<file path="src/rtl/rop_consts.vh">
// Constants of the raster-operation datapath: register offsets, fields, codes.
// Assumes inclusion by bare name from the rop design files.
`ifndef ROP_CONSTS_VH
`define ROP_CONSTS_VH
// Register offsets (word index on the plain register port)
`define ROP_REG_CTRL      4'h0
`define ROP_REG_FGCOLOR   4'h1
`define ROP_REG_BGCOLOR   4'h2
`define ROP_REG_LINESTYLE 4'h3
`define ROP_REG_KEYS      4'h4
`define ROP_REG_DSTKEY    4'h5
`define ROP_REG_ALPHA     4'h6
`define ROP_REG_STATUS    4'h7
`define ROP_REG_COUNT     4'h8
// Control register fields
`define ROP_CTRL_CODE_LSB  0
`define ROP_CTRL_CODE_MSB  7
`define ROP_CTRL_FUNC_LSB  8
`define ROP_CTRL_FUNC_MSB  10
`define ROP_CTRL_XFORM_LSB 11
`define ROP_CTRL_XFORM_MSB 13
`define ROP_CTRL_AFMT_LSB  14
`define ROP_CTRL_AFMT_MSB  15
`define ROP_CTRL_TKEY_LSB  16
`define ROP_CTRL_TKEY_MSB  19
`define ROP_CTRL_RESET     32'h0000_00cc
// Drawing functions
`define ROP_FN_BLIT    3'h0
`define ROP_FN_EXPAND  3'h1
`define ROP_FN_KEYED   3'h2
`define ROP_FN_LINE    3'h3
`define ROP_FN_STRETCH 3'h4
`define ROP_FN_ALPHA   3'h5
// Coordinate transforms
`define ROP_XF_NONE    3'h0
`define ROP_XF_ROT90   3'h1
`define ROP_XF_ROTM90  3'h2
`define ROP_XF_ROT180  3'h3
`define ROP_XF_MIRROR  3'h4
`define ROP_XF_FLIP    3'h5
// Alpha sources
`define ROP_AF_CONST   2'h0
`define ROP_AF_8888    2'h1
`define ROP_AF_1555    2'h2
`define ROP_AF_4444    2'h3
// Well-known ternary codes
`define ROP_CODE_FILL      8'hf0
`define ROP_CODE_COPY      8'hcc
`define ROP_CODE_PAT_OR_SRC 8'hfc
`define ROP_CODE_DPS_OR    8'hfe
`define ROP_PIX_W          16
`endif

</file>
<file path="src/rtl/rop_engine.v">
// Raster-operation datapath of a 16-bit-per-pixel 2D drawing engine.
// Assumes the frame-buffer side supplies one source and destination pixel per
// valid cycle and accepts one result per cycle; coordinates come from a walker.
// Destination pixels are 16-bit 565, source pixels 565, 8888, 1555 or 4444; the register port is word indexed.
// Operation
// (RULE1) Only 16-bit destination pixels are produced by any function.
// (RULE2) Six functions: blit, colour expansion, keyed, line, stretch, alpha blend.
// (RULE3) Alpha from a constant or from 8888, 1555, 4444 source pixels.
// (RULE4) Coordinates optionally rotated 90, -90, 180, mirrored or flipped.
// (RULE5) One destination pixel completed every engine clock.
// (RULE6) Blit and expansion use an 8-bit ternary raster code.
// (RULE7) Line drawing uses a binary code without source operand.
// (RULE8) Line pattern from line style, destination from destination bitmap.
// (RULE9) Operands combined only with bitwise AND, NOT, OR, XOR.
// (RULE10) Code bit index is P:S:D with pattern most significant.
// (RULE11) Pattern OR source is FC, all three ORed is FE.
// (RULE12) Solid fill is blit with code F0 using foreground colour.
// (RULE13) Source copy is blit with code CC copying source unchanged.
// (RULE14) Same function applied independently to all 16 bit positions.
`timescale 1ns/1ps
`include "rop_consts.vh"
module rop_engine
(
    input  wire        core_clk,
    input  wire        nrst,
    input  wire [3:0]  regAddr,
    input  wire [31:0] regWrData,
    input  wire        regWrite,
    input  wire        regRead,
    output reg  [31:0] regRdData,
    input  wire        pixValid,
    input  wire [31:0] srcPixel,
    input  wire [15:0] dstPixel,
    input  wire [15:0] patPixel,
    input  wire        monoBit,
    input  wire [10:0] pixX,
    input  wire [10:0] pixY,
    input  wire [10:0] areaWidth,
    input  wire [10:0] areaHeight,
    output reg         outValid,
    output reg  [15:0] outPixel,
    output reg  [10:0] outX,
    output reg  [10:0] outY,
    output reg         outWrite,
    output wire        needDstRead
);
    // Programmable state, pixel count and line-style position
    reg  [31:0] ctrl;
    reg  [15:0] fgColor;
    reg  [15:0] bgColor;
    reg  [15:0] lineStyle;
    reg  [31:0] srcKey;
    reg  [15:0] dstKey;
    reg  [7:0]  constAlpha;
    reg  [31:0] pixCount;
    reg  [3:0]  stylePos;

    wire [7:0]  code     = ctrl[`ROP_CTRL_CODE_MSB:`ROP_CTRL_CODE_LSB];
    wire [2:0]  func     = ctrl[`ROP_CTRL_FUNC_MSB:`ROP_CTRL_FUNC_LSB];
    wire [2:0]  xform    = ctrl[`ROP_CTRL_XFORM_MSB:`ROP_CTRL_XFORM_LSB];
    wire [1:0]  alphaFmt = ctrl[`ROP_CTRL_AFMT_MSB:`ROP_CTRL_AFMT_LSB];
    wire [3:0]  keyCode  = ctrl[`ROP_CTRL_TKEY_MSB:`ROP_CTRL_TKEY_LSB];

    // Register writes
    always @(posedge core_clk or negedge nrst)
    begin
        if (!nrst)
        begin
            ctrl       <= `ROP_CTRL_RESET;
            fgColor    <= 16'h0000;
            bgColor    <= 16'h0000;
            lineStyle  <= 16'hffff;
            srcKey     <= 32'h0000_0000;
            dstKey     <= 16'h0000;
            constAlpha <= 8'hff;
        end
        else if (regWrite)
        begin
            // Unmapped offsets leave every register as it was
            case (regAddr)
                `ROP_REG_CTRL:      ctrl       <= regWrData;
                `ROP_REG_FGCOLOR:   fgColor    <= regWrData[15:0];
                `ROP_REG_BGCOLOR:   bgColor    <= regWrData[15:0];
                `ROP_REG_LINESTYLE: lineStyle  <= regWrData[15:0];
                `ROP_REG_KEYS:      srcKey     <= regWrData;
                `ROP_REG_DSTKEY:    dstKey     <= regWrData[15:0];
                `ROP_REG_ALPHA:     constAlpha <= regWrData[7:0];
                default:            ctrl       <= ctrl;
            endcase
        end
    end

    // Read data one cycle after the strobe, zero for unmapped offsets
    always @(posedge core_clk or negedge nrst)
    begin
        if (!nrst)
            regRdData <= 32'h0000_0000;
        else if (regRead)
        begin
            case (regAddr)
                `ROP_REG_CTRL:      regRdData <= ctrl;
                `ROP_REG_FGCOLOR:   regRdData <= {16'h0000, fgColor};
                `ROP_REG_BGCOLOR:   regRdData <= {16'h0000, bgColor};
                `ROP_REG_LINESTYLE: regRdData <= {16'h0000, lineStyle};
                `ROP_REG_KEYS:      regRdData <= srcKey;
                `ROP_REG_DSTKEY:    regRdData <= {16'h0000, dstKey};
                `ROP_REG_ALPHA:     regRdData <= {24'h000000, constAlpha};
                `ROP_REG_STATUS:    regRdData <= {28'h0000000, stylePos};
                `ROP_REG_COUNT:     regRdData <= pixCount;
                default:            regRdData <= 32'h0000_0000;
            endcase
        end
        else
            regRdData <= 32'h0000_0000;
    end

    // Source pixel reduced to 16 bits 565 for every function
    reg [15:0] src16;
    reg [7:0]  pixAlpha;
    always @*
    begin
        src16    = srcPixel[15:0];
        pixAlpha = constAlpha;
        case (alphaFmt)
            // 8888: alpha in the top byte, colour cut to 565
            `ROP_AF_8888:
            begin
                src16    = {srcPixel[23:19], srcPixel[15:10], srcPixel[7:3]};
                pixAlpha = srcPixel[31:24];                           // [RULE3]
            end
            // 1555: one alpha bit spread over a full byte
            `ROP_AF_1555:
            begin
                src16    = {srcPixel[14:10], srcPixel[9:5], srcPixel[9], srcPixel[4:0]};
                pixAlpha = {8{srcPixel[15]}};                         // [RULE3]
            end
            // 4444: nibbles widened by repeating their top bits
            `ROP_AF_4444:
            begin
                src16    = {srcPixel[11:8], srcPixel[11], srcPixel[7:4], srcPixel[7:6],
                            srcPixel[3:0], srcPixel[3]};
                pixAlpha = {srcPixel[15:12], srcPixel[15:12]};        // [RULE3]
            end
            // Constant alpha with a 565 source
            default:
            begin
                src16    = srcPixel[15:0];
                pixAlpha = constAlpha;                                // [RULE3]
            end
        endcase
    end

    // Binary line code spread over both source halves, so S drops out
    wire [7:0] lineCode = {code[3:2], code[3:2], code[1:0], code[1:0]};   // [RULE7]

    // Pattern and source operands per function
    wire       styleBit = lineStyle[stylePos];
    reg [15:0] opPat;
    reg [15:0] opSrc;
    reg [7:0]  effCode;
    always @*
    begin
        opPat   = patPixel;
        opSrc   = src16;
        effCode = code;                                               // [RULE6]
        case (func)
            // Colour expansion: mono bit picks foreground or background
            `ROP_FN_EXPAND:
                opSrc = monoBit ? fgColor : bgColor;
            `ROP_FN_LINE:
            begin
                opPat   = styleBit ? fgColor : bgColor;               // [RULE8]
                opSrc   = 16'h0000;
                // Binary code: source index ignored
                effCode = lineCode;                                   // [RULE7]
            end
            default:
            begin
                // Solid fill with F0 takes the foreground colour as pattern
                if (code == `ROP_CODE_FILL && func == `ROP_FN_BLIT)
                    opPat = fgColor;                                  // [RULE12]
            end
        endcase
    end

    // Bitwise raster operation over all 16 bits
    wire [15:0] ropOut;
    genvar gi;
    generate
        // One lookup slice per pixel bit
        for (gi = 0; gi < `ROP_PIX_W; gi = gi + 1)
        begin : gBit
            rop_bit_lut uBit
            (
                .code   (effCode),
                .patBit (opPat[gi]),
                .srcBit (opSrc[gi]),
                .dstBit (dstPixel[gi]),
                .outBit (ropOut[gi])
            );                                  // [RULE9] [RULE10] [RULE14]
        end
    endgenerate
    // Well-known codes need no special case in the lookup: F0 passes the pattern, CC the
    // source, FC is pattern OR source and FE ORs all three   [RULE11] [RULE13]

    // Keyed transfer: table bit picked by the complement of both key hits,
    // so bit 0 is taken when both keys match and bit 3 when neither does
    wire       srcHit  = (src16 == srcKey[15:0]);
    wire       dstHit  = (dstPixel == dstKey);
    wire [1:0] keyIdx  = {~dstHit, ~srcHit};
    wire       takeSrc = keyCode[keyIdx];                             // [RULE2]

    // Destination fetch is skipped when the table ignores the destination hit
    assign needDstRead = (func == `ROP_FN_KEYED) ?
                         (keyCode[3:2] != keyCode[1:0]) : 1'b1;

    // Alpha blend per channel; the shift by 8 plus the carried top bit stands
    // in for the division by 255; at both ends of the alpha range it is exact only for channel values 0 and 129 to 255
    function [7:0] blendCh;
        input [7:0] s;
        input [7:0] d;
        input [7:0] a;
        reg   [16:0] sum;
        begin
            // Both products kept at the full width of the sum
            sum     = s * a + d * (8'hff - a);
            blendCh = sum[15:8] + {7'h00, sum[15]};
        end
    endfunction
    // Source channels widened to 8 bits by repeating their top bits
    wire [7:0] sR = {src16[15:11], src16[15:13]};
    wire [7:0] sG = {src16[10:5],  src16[10:9]};
    wire [7:0] sB = {src16[4:0],   src16[4:2]};
    // Destination channels widened the same way
    wire [7:0] dR = {dstPixel[15:11], dstPixel[15:13]};
    wire [7:0] dG = {dstPixel[10:5],  dstPixel[10:9]};
    wire [7:0] dB = {dstPixel[4:0],   dstPixel[4:2]};
    // Blended channels, cut back to 565 at the result select
    wire [7:0] bR = blendCh(sR, dR, pixAlpha);
    wire [7:0] bG = blendCh(sG, dG, pixAlpha);
    wire [7:0] bB = blendCh(sB, dB, pixAlpha);

    // Result select per function, always 16 bits
    reg [15:0] next_pixel;
    always @*
    begin
        case (func)
            `ROP_FN_KEYED:   next_pixel = takeSrc ? src16 : dstPixel;
            `ROP_FN_STRETCH: next_pixel = src16;
            `ROP_FN_ALPHA:   next_pixel = {bR[7:3], bG[7:2], bB[7:3]};
            default:         next_pixel = ropOut;
        endcase                                                       // [RULE1] [RULE2]
    end

    // Coordinate transform
    reg  [10:0] next_x;
    reg  [10:0] next_y;
    // Largest column and row of the area, the axes of mirror and flip
    wire [10:0] wMax = areaWidth  - 11'h001;
    wire [10:0] hMax = areaHeight - 11'h001;
    // 90-degree rotations swap the axes, 180 reflects both; mirror and flip reflect one of them
    always @*
    begin
        case (xform)
            `ROP_XF_ROT90:
            begin
                next_x = hMax - pixY;
                next_y = pixX;
            end
            `ROP_XF_ROTM90:
            begin
                next_x = pixY;
                next_y = wMax - pixX;
            end
            `ROP_XF_ROT180:
            begin
                next_x = wMax - pixX;
                next_y = hMax - pixY;
            end
            `ROP_XF_MIRROR:
            begin
                next_x = wMax - pixX;
                next_y = pixY;
            end
            `ROP_XF_FLIP:
            begin
                next_x = pixX;
                next_y = hMax - pixY;
            end
            default:
            begin
                next_x = pixX;
                next_y = pixY;
            end
        endcase                                                       // [RULE4]
    end

    // One pixel out per clock with its transformed position
    always @(posedge core_clk or negedge nrst)
    begin
        if (!nrst)
        begin
            outValid <= 1'b0;
            outWrite <= 1'b0;
            outPixel <= 16'h0000;
            outX     <= 11'h000;
            outY     <= 11'h000;
        end
        else
        begin
            outValid <= pixValid;                                     // [RULE5]
            outWrite <= pixValid;
            // Pixel and position hold until the next pixel
            if (pixValid)
            begin
                outPixel <= next_pixel;
                outX     <= next_x;
                outY     <= next_y;
            end
        end
    end

    // Count of pixels taken since reset
    always @(posedge core_clk or negedge nrst)
    begin
        if (!nrst)
            pixCount <= 32'h0000_0000;
        else if (pixValid)
            pixCount <= pixCount + 32'h0000_0001;
    end

    // Line-style position: restarts on a control write, steps per line pixel
    always @(posedge core_clk or negedge nrst)
    begin
        if (!nrst)
            stylePos <= 4'h0;
        else if (regWrite && regAddr == `ROP_REG_CTRL)
            stylePos <= 4'h0;
        else if (pixValid && func == `ROP_FN_LINE)
            stylePos <= stylePos + 4'h1;                              // [RULE8]
    end
endmodule // rop_engine

</file>
<file path="src/rtl/rop_bit_lut.v">
// One bit slice of the raster-operation lookup.
// Assumes the code is stable for the cycle the operands are presented.
`timescale 1ns/1ps
module rop_bit_lut
(
    input  wire [7:0] code,
    input  wire       patBit,
    input  wire       srcBit,
    input  wire       dstBit,
    output wire       outBit
);
    // Index P:S:D selects the code bit, P most significant
    assign outBit = code[{patBit, srcBit, dstBit}];
endmodule // rop_bit_lut

</file>
<file path="config.mk">
export PLATFORM = sky130hd
export DESIGN_NAME = rop_engine
export DESIGN_NICKNAME = d
export VERILOG_FILES = /design/src/rtl/rop_engine.v /design/src/rtl/rop_bit_lut.v
export VERILOG_INCLUDE_DIRS = /design/src /design/src/rtl
export SDC_FILE = /design/constraint.sdc
export NUM_CORES = 1
export LEC_CHECK = 0
export ABC_AREA = 1
export BUFFER_PORTS_ARGS = -buffer_cell sky130_fd_sc_hd__buf_2
export CELL_PAD_IN_SITES_DETAIL_PLACEMENT = 1
export CELL_PAD_IN_SITES_GLOBAL_PLACEMENT = 1
export CORE_MARGIN = 2
export CORE_UTILIZATION = 38
export DETAILED_ROUTE_END_ITERATION = 7
export PLACE_DENSITY = 0.71
export SETUP_SLACK_MARGIN = 0.3
export SLEW_MARGIN = 5
export SYNTH_ARGS = -nofsm -noshare
export SYNTH_HDL_FRONTEND = slang
export SYNTH_SLANG_ARGS = --single-unit
</file>
<file path="constraint.sdc">
create_clock -name core_clk -period 18 [get_ports core_clk]
set_clock_uncertainty 0.2 [all_clocks]
set_input_delay 3.6 -clock core_clk [delete_from_list [all_inputs] [get_ports core_clk]]
set_output_delay 3.6 -clock core_clk [all_outputs]
set_load 0.03 [all_outputs]
</file>
==> metrics.md <==
| Metric | Value |
|---|---|
| Worst Hold Path Cells | 1 |
| Pre-antenna DRT Iters | 7 |
| Row cnt | 99 |
| Share of cells above drive strength 1 | about 9.9% |
| RSZ-0062 raised after global routing | false |
| Post-synth cell types | 52 |
| Flop-to-flop setup slack | between 8 and 9 ns |
| Hold worst-path end | pixCount[31]$_DFFE_PN0P_ |
| Sink Count | 243 |
| EDFF count, synth | 0 |
| Vias per cell | between 5 and 6 |
| Detailed-route via count | 26100 |
| Hold crit path type | flop to flop |
| Slew headroom | 23.5% |
| Reg2Reg Depth | 30 |
| Metal2 WL | ~50000 um |
| Final slew viol count | 0 |
| Slowest CP cell | clkinv_1 |
| WP data arrival | ~11 ns |
| Initial antenna violation count | 10 |
| FF-to-FF End | outPixel[7]$_DFFE_PN0P_ |
| Synthesized net count | between 4000 and 5000 |
| PostCTS Resize Cnt | 0 |
| GRT Util Overall | between 20% and 30% |
| Num CTS Buffers | 27 |
| Final hold vios | 0 |
| Area grow syn2layout | 10.5% |
| Place WS | between 6 and 7 ns |
| Synth area leader | fa_1 |
| Ys Warns | 0 |
| Die Wd | between 200 and 300 um |
| Synth Instances | 3817 |
| Reg2reg start | ctrl[14]$_DFFE_PN0P_ |
| Deepest level of the CTS H-tree | 1 |
| Fmax | just under 90 MHz |
| # IOs | approximately 220 |
| WP data required | between 15 and 20 ns |
| Share of the synthesized area in the top cell type | 19.9% |
| Routed WL | 107000 um |
| Met1 Routed Length | roughly 47000 um |
| Worst-Margin Slew | between 1 and 1.5 ns |
| Total gr overflow | 0 |
| Asr flop ratio synth | 100% |
| Worst hold start | pixCount[31]$_DFFE_PN0P_ |
| Crit path kind | input pin to flop |
| Failing checks | DRC |
| Number of port buffers | between 200 and 250 |
| Die Y | ~280 um |
| Vias in the first global route | 27300 |
| Reg area | between 6000 and 7000 um^2 |
| CTS Buffer Depth | 3 |
| Final setup TNS | 0 ns |
| Multi-input logic area | 18300 um^2 |
| Met3 wire length | roughly 6400 um |
| Placer congestion estimate | roughly 0.9 |
| Prevailing post-synth register cell | dfrtp_1 |
| Sequential fraction of the synthesis area | between 20% and 30% |
| Fin nets | roughly 4600 |
| Post-layout min period | between 10 and 15 ns |
| Clock root buffer | clkbuf_16 |
| CTS tree | yes |
| Die area | between 70000 and 80000 um^2 |
| Period Utilization, post-route | about 62% |
| DR top layer | met5 |
| Synth Area per Inst | around 7.4 um^2 |
| Final WS setup | 6.80 ns |
| DRC | 12 |
| # setup viols final | 0 |
| Iter 0 DRT Violations | approximately 1900 |
| Cts hold-fix bufs | 0 |
| Area of the core | ~73000 um^2 |
| Seq cells post-synth | 243 |
| Global-route wire length before repair | 165000 um |
| Antenna viol nets, final | 0 |
| Largest net degree at the start of global routing | about 110 |
| Routed length per instance | 21.6 um |
| Skew-Pair Late Insertion Delay | 0.58 ns |
| Post-DP HPWL | ~85000 um |
| Syn Std Cell Area | ~28000 um^2 |
| CP endpoint kind | flop |
| CP Launch Type | input pin |
| CTS clk-pin slew, worst paths | 0.06 ns |
| Initial Utilization | 38.4% |
| CP max FO | 19 |
| Post-CTS Setup Bufs | 0 |
| Run status | finished, violations left |
| Crit-path leading delay family | adder cells |
| Crit path buffers/inverters | 9 |
| MaxCap Viol Count | 0 |
| Largest cells by area after synthesis | fa_1 (20%), dfrtp_1 (19%), inv_1 (11%) |
| # fillers | between 9000 and 10000 |
| Slowest stage delay, CP | approximately 0.69 ns |
-- layout make-up --
type,instances,share of cell area [%]
well taps,959,3.87
repair buffers,250,4.31
flip-flops and latches,243,19.7
inverters,833,10.1
clock buffers,38,2.47
clock inverters,11,0.581
diodes,8,0.0645
multi-input cells,2609,58.9
-- registers in the layout, indices dropped and copies added (netlist names), 32 cells and up --
signal     cells
regRdData     32
pixCount      32
srcKey        32
ctrl          32
-- worst max path at each step --
stage,start,end,slack [ns],depth (start not counted)
5_1_grt,srcPixel[13],outPixel[7]$_DFFE_PN0P_,6.34,31
6_report,srcPixel[13],outPixel[7]$_DFFE_PN0P_,6.80,31
3_3_place_gp,srcPixel[13],outPixel[7]$_DFFE_PN0P_,6.29,31
2_1_floorplan,srcPixel[13],outPixel[12]$_DFFE_PN0P_,8.12,30
3_5_place_dp,srcPixel[13],outPixel[7]$_DFFE_PN0P_,6.26,31
4_1_cts,srcPixel[13],outPixel[7]$_DFFE_PN0P_,6.85,31
-- logic make-up (layout without fill, tap and decap cells) --
| group | after synthesis | count (layout) | share of synthesized area (%) |
|---|---|---|---|
| adder cells (fa/ha/maj) | 482 | 482 | 28.9 |
| XOR/XNOR | 82 | 82 | 2.56 |
| flip-flops | 243 | 243 | 21.8 |
| buffers and inverters | 965 | 1132 | 13.2 |
| other | 2 | 10 | 0.0268 |
| AO/OA/AOI/OAI | 602 | 602 | 12.1 |
| multiplexers | 13 | 13 | 0.521 |
| AND/OR/NAND/NOR | 1428 | 1428 | 20.9 |
-- worst register-to-register path: cells and delay by family, from the launching register on --
kind	cells	cell delay (ns)
buffers and inverters	8	1.58
XOR/XNOR	1	0.49
AND/OR/NAND/NOR	10	2.04
adder cells (fa/ha/maj)	7	3.20
AO/OA/AOI/OAI	4	0.82
flip-flops	1	0.87
-- per-layer routing --
layer  track usage (%)  vias to the layer above
met4              9.11                        2
li1                  -                    12100
met3              2.82                      152
met2              47.5                      767
met5                 0                        -
met1              39.4                    13100
-- cell usage in the layout (no fill, tap or decap), types with 6 or more instances in the layout --
master,count
dfstp_2,28
nand2_1,808
clkbuf_16,27
mux2_2,13
buf_4,31
nand3_2,6
o211ai_1,34
inv_2,7
nor4_1,7
a21oi_1,134
o21bai_1,12
clkinv_1,8
nor2_1,322
o21ai_0,317
nor3_1,30
ha_1,203
inv_1,817
o22ai_1,23
buf_2,218
a21o_1,7
nand2_2,6
clkbuf_1,6
nand3_1,189
xor2_1,55
dfrtp_1,215
o21ai_1,12
diode_2,8
nand4_1,15
o2111ai_1,7
xnor2_1,27
o221ai_1,16
a221oi_1,19
or2_2,23
fa_1,279
-- cells in the mapped netlist, types with 8 or more instances --
cell and count:
a221oi_1 19, dfrtp_1 215, xnor2_1 27, fa_1 279, nand2_1 810, or2_2 23, clkbuf_1 111, o22ai_1 23
o21bai_1 12, dfstp_2 28, nand3_1 189, nor2_1 324, o221ai_1 16, a21oi_1 134, o21ai_1 11, nand4_1 15
inv_1 817, nor3_1 31, mux2_2 13, o211ai_1 34, o21ai_0 318, ha_1 203, buf_2 10, clkinv_1 8
xor2_1 55
-- metrics by stage --
stage,utilization (%),instance area [um^2],cells,hold slack (ns)
after floorplan,-,28100,3817,0.242
after global placement,41.1,30100,4894,0.255
after detailed placement,41.1,30100,4894,0.265
after CTS,42.4,31000,4943,0.289
after global routing,42.4,31000,4949,0.315
final,42.5,31000,4951,0.280
Power is left out: the tool's default activity adds up to more than one toggle a clock period on the data nets, which glitch-free logic cannot reach.
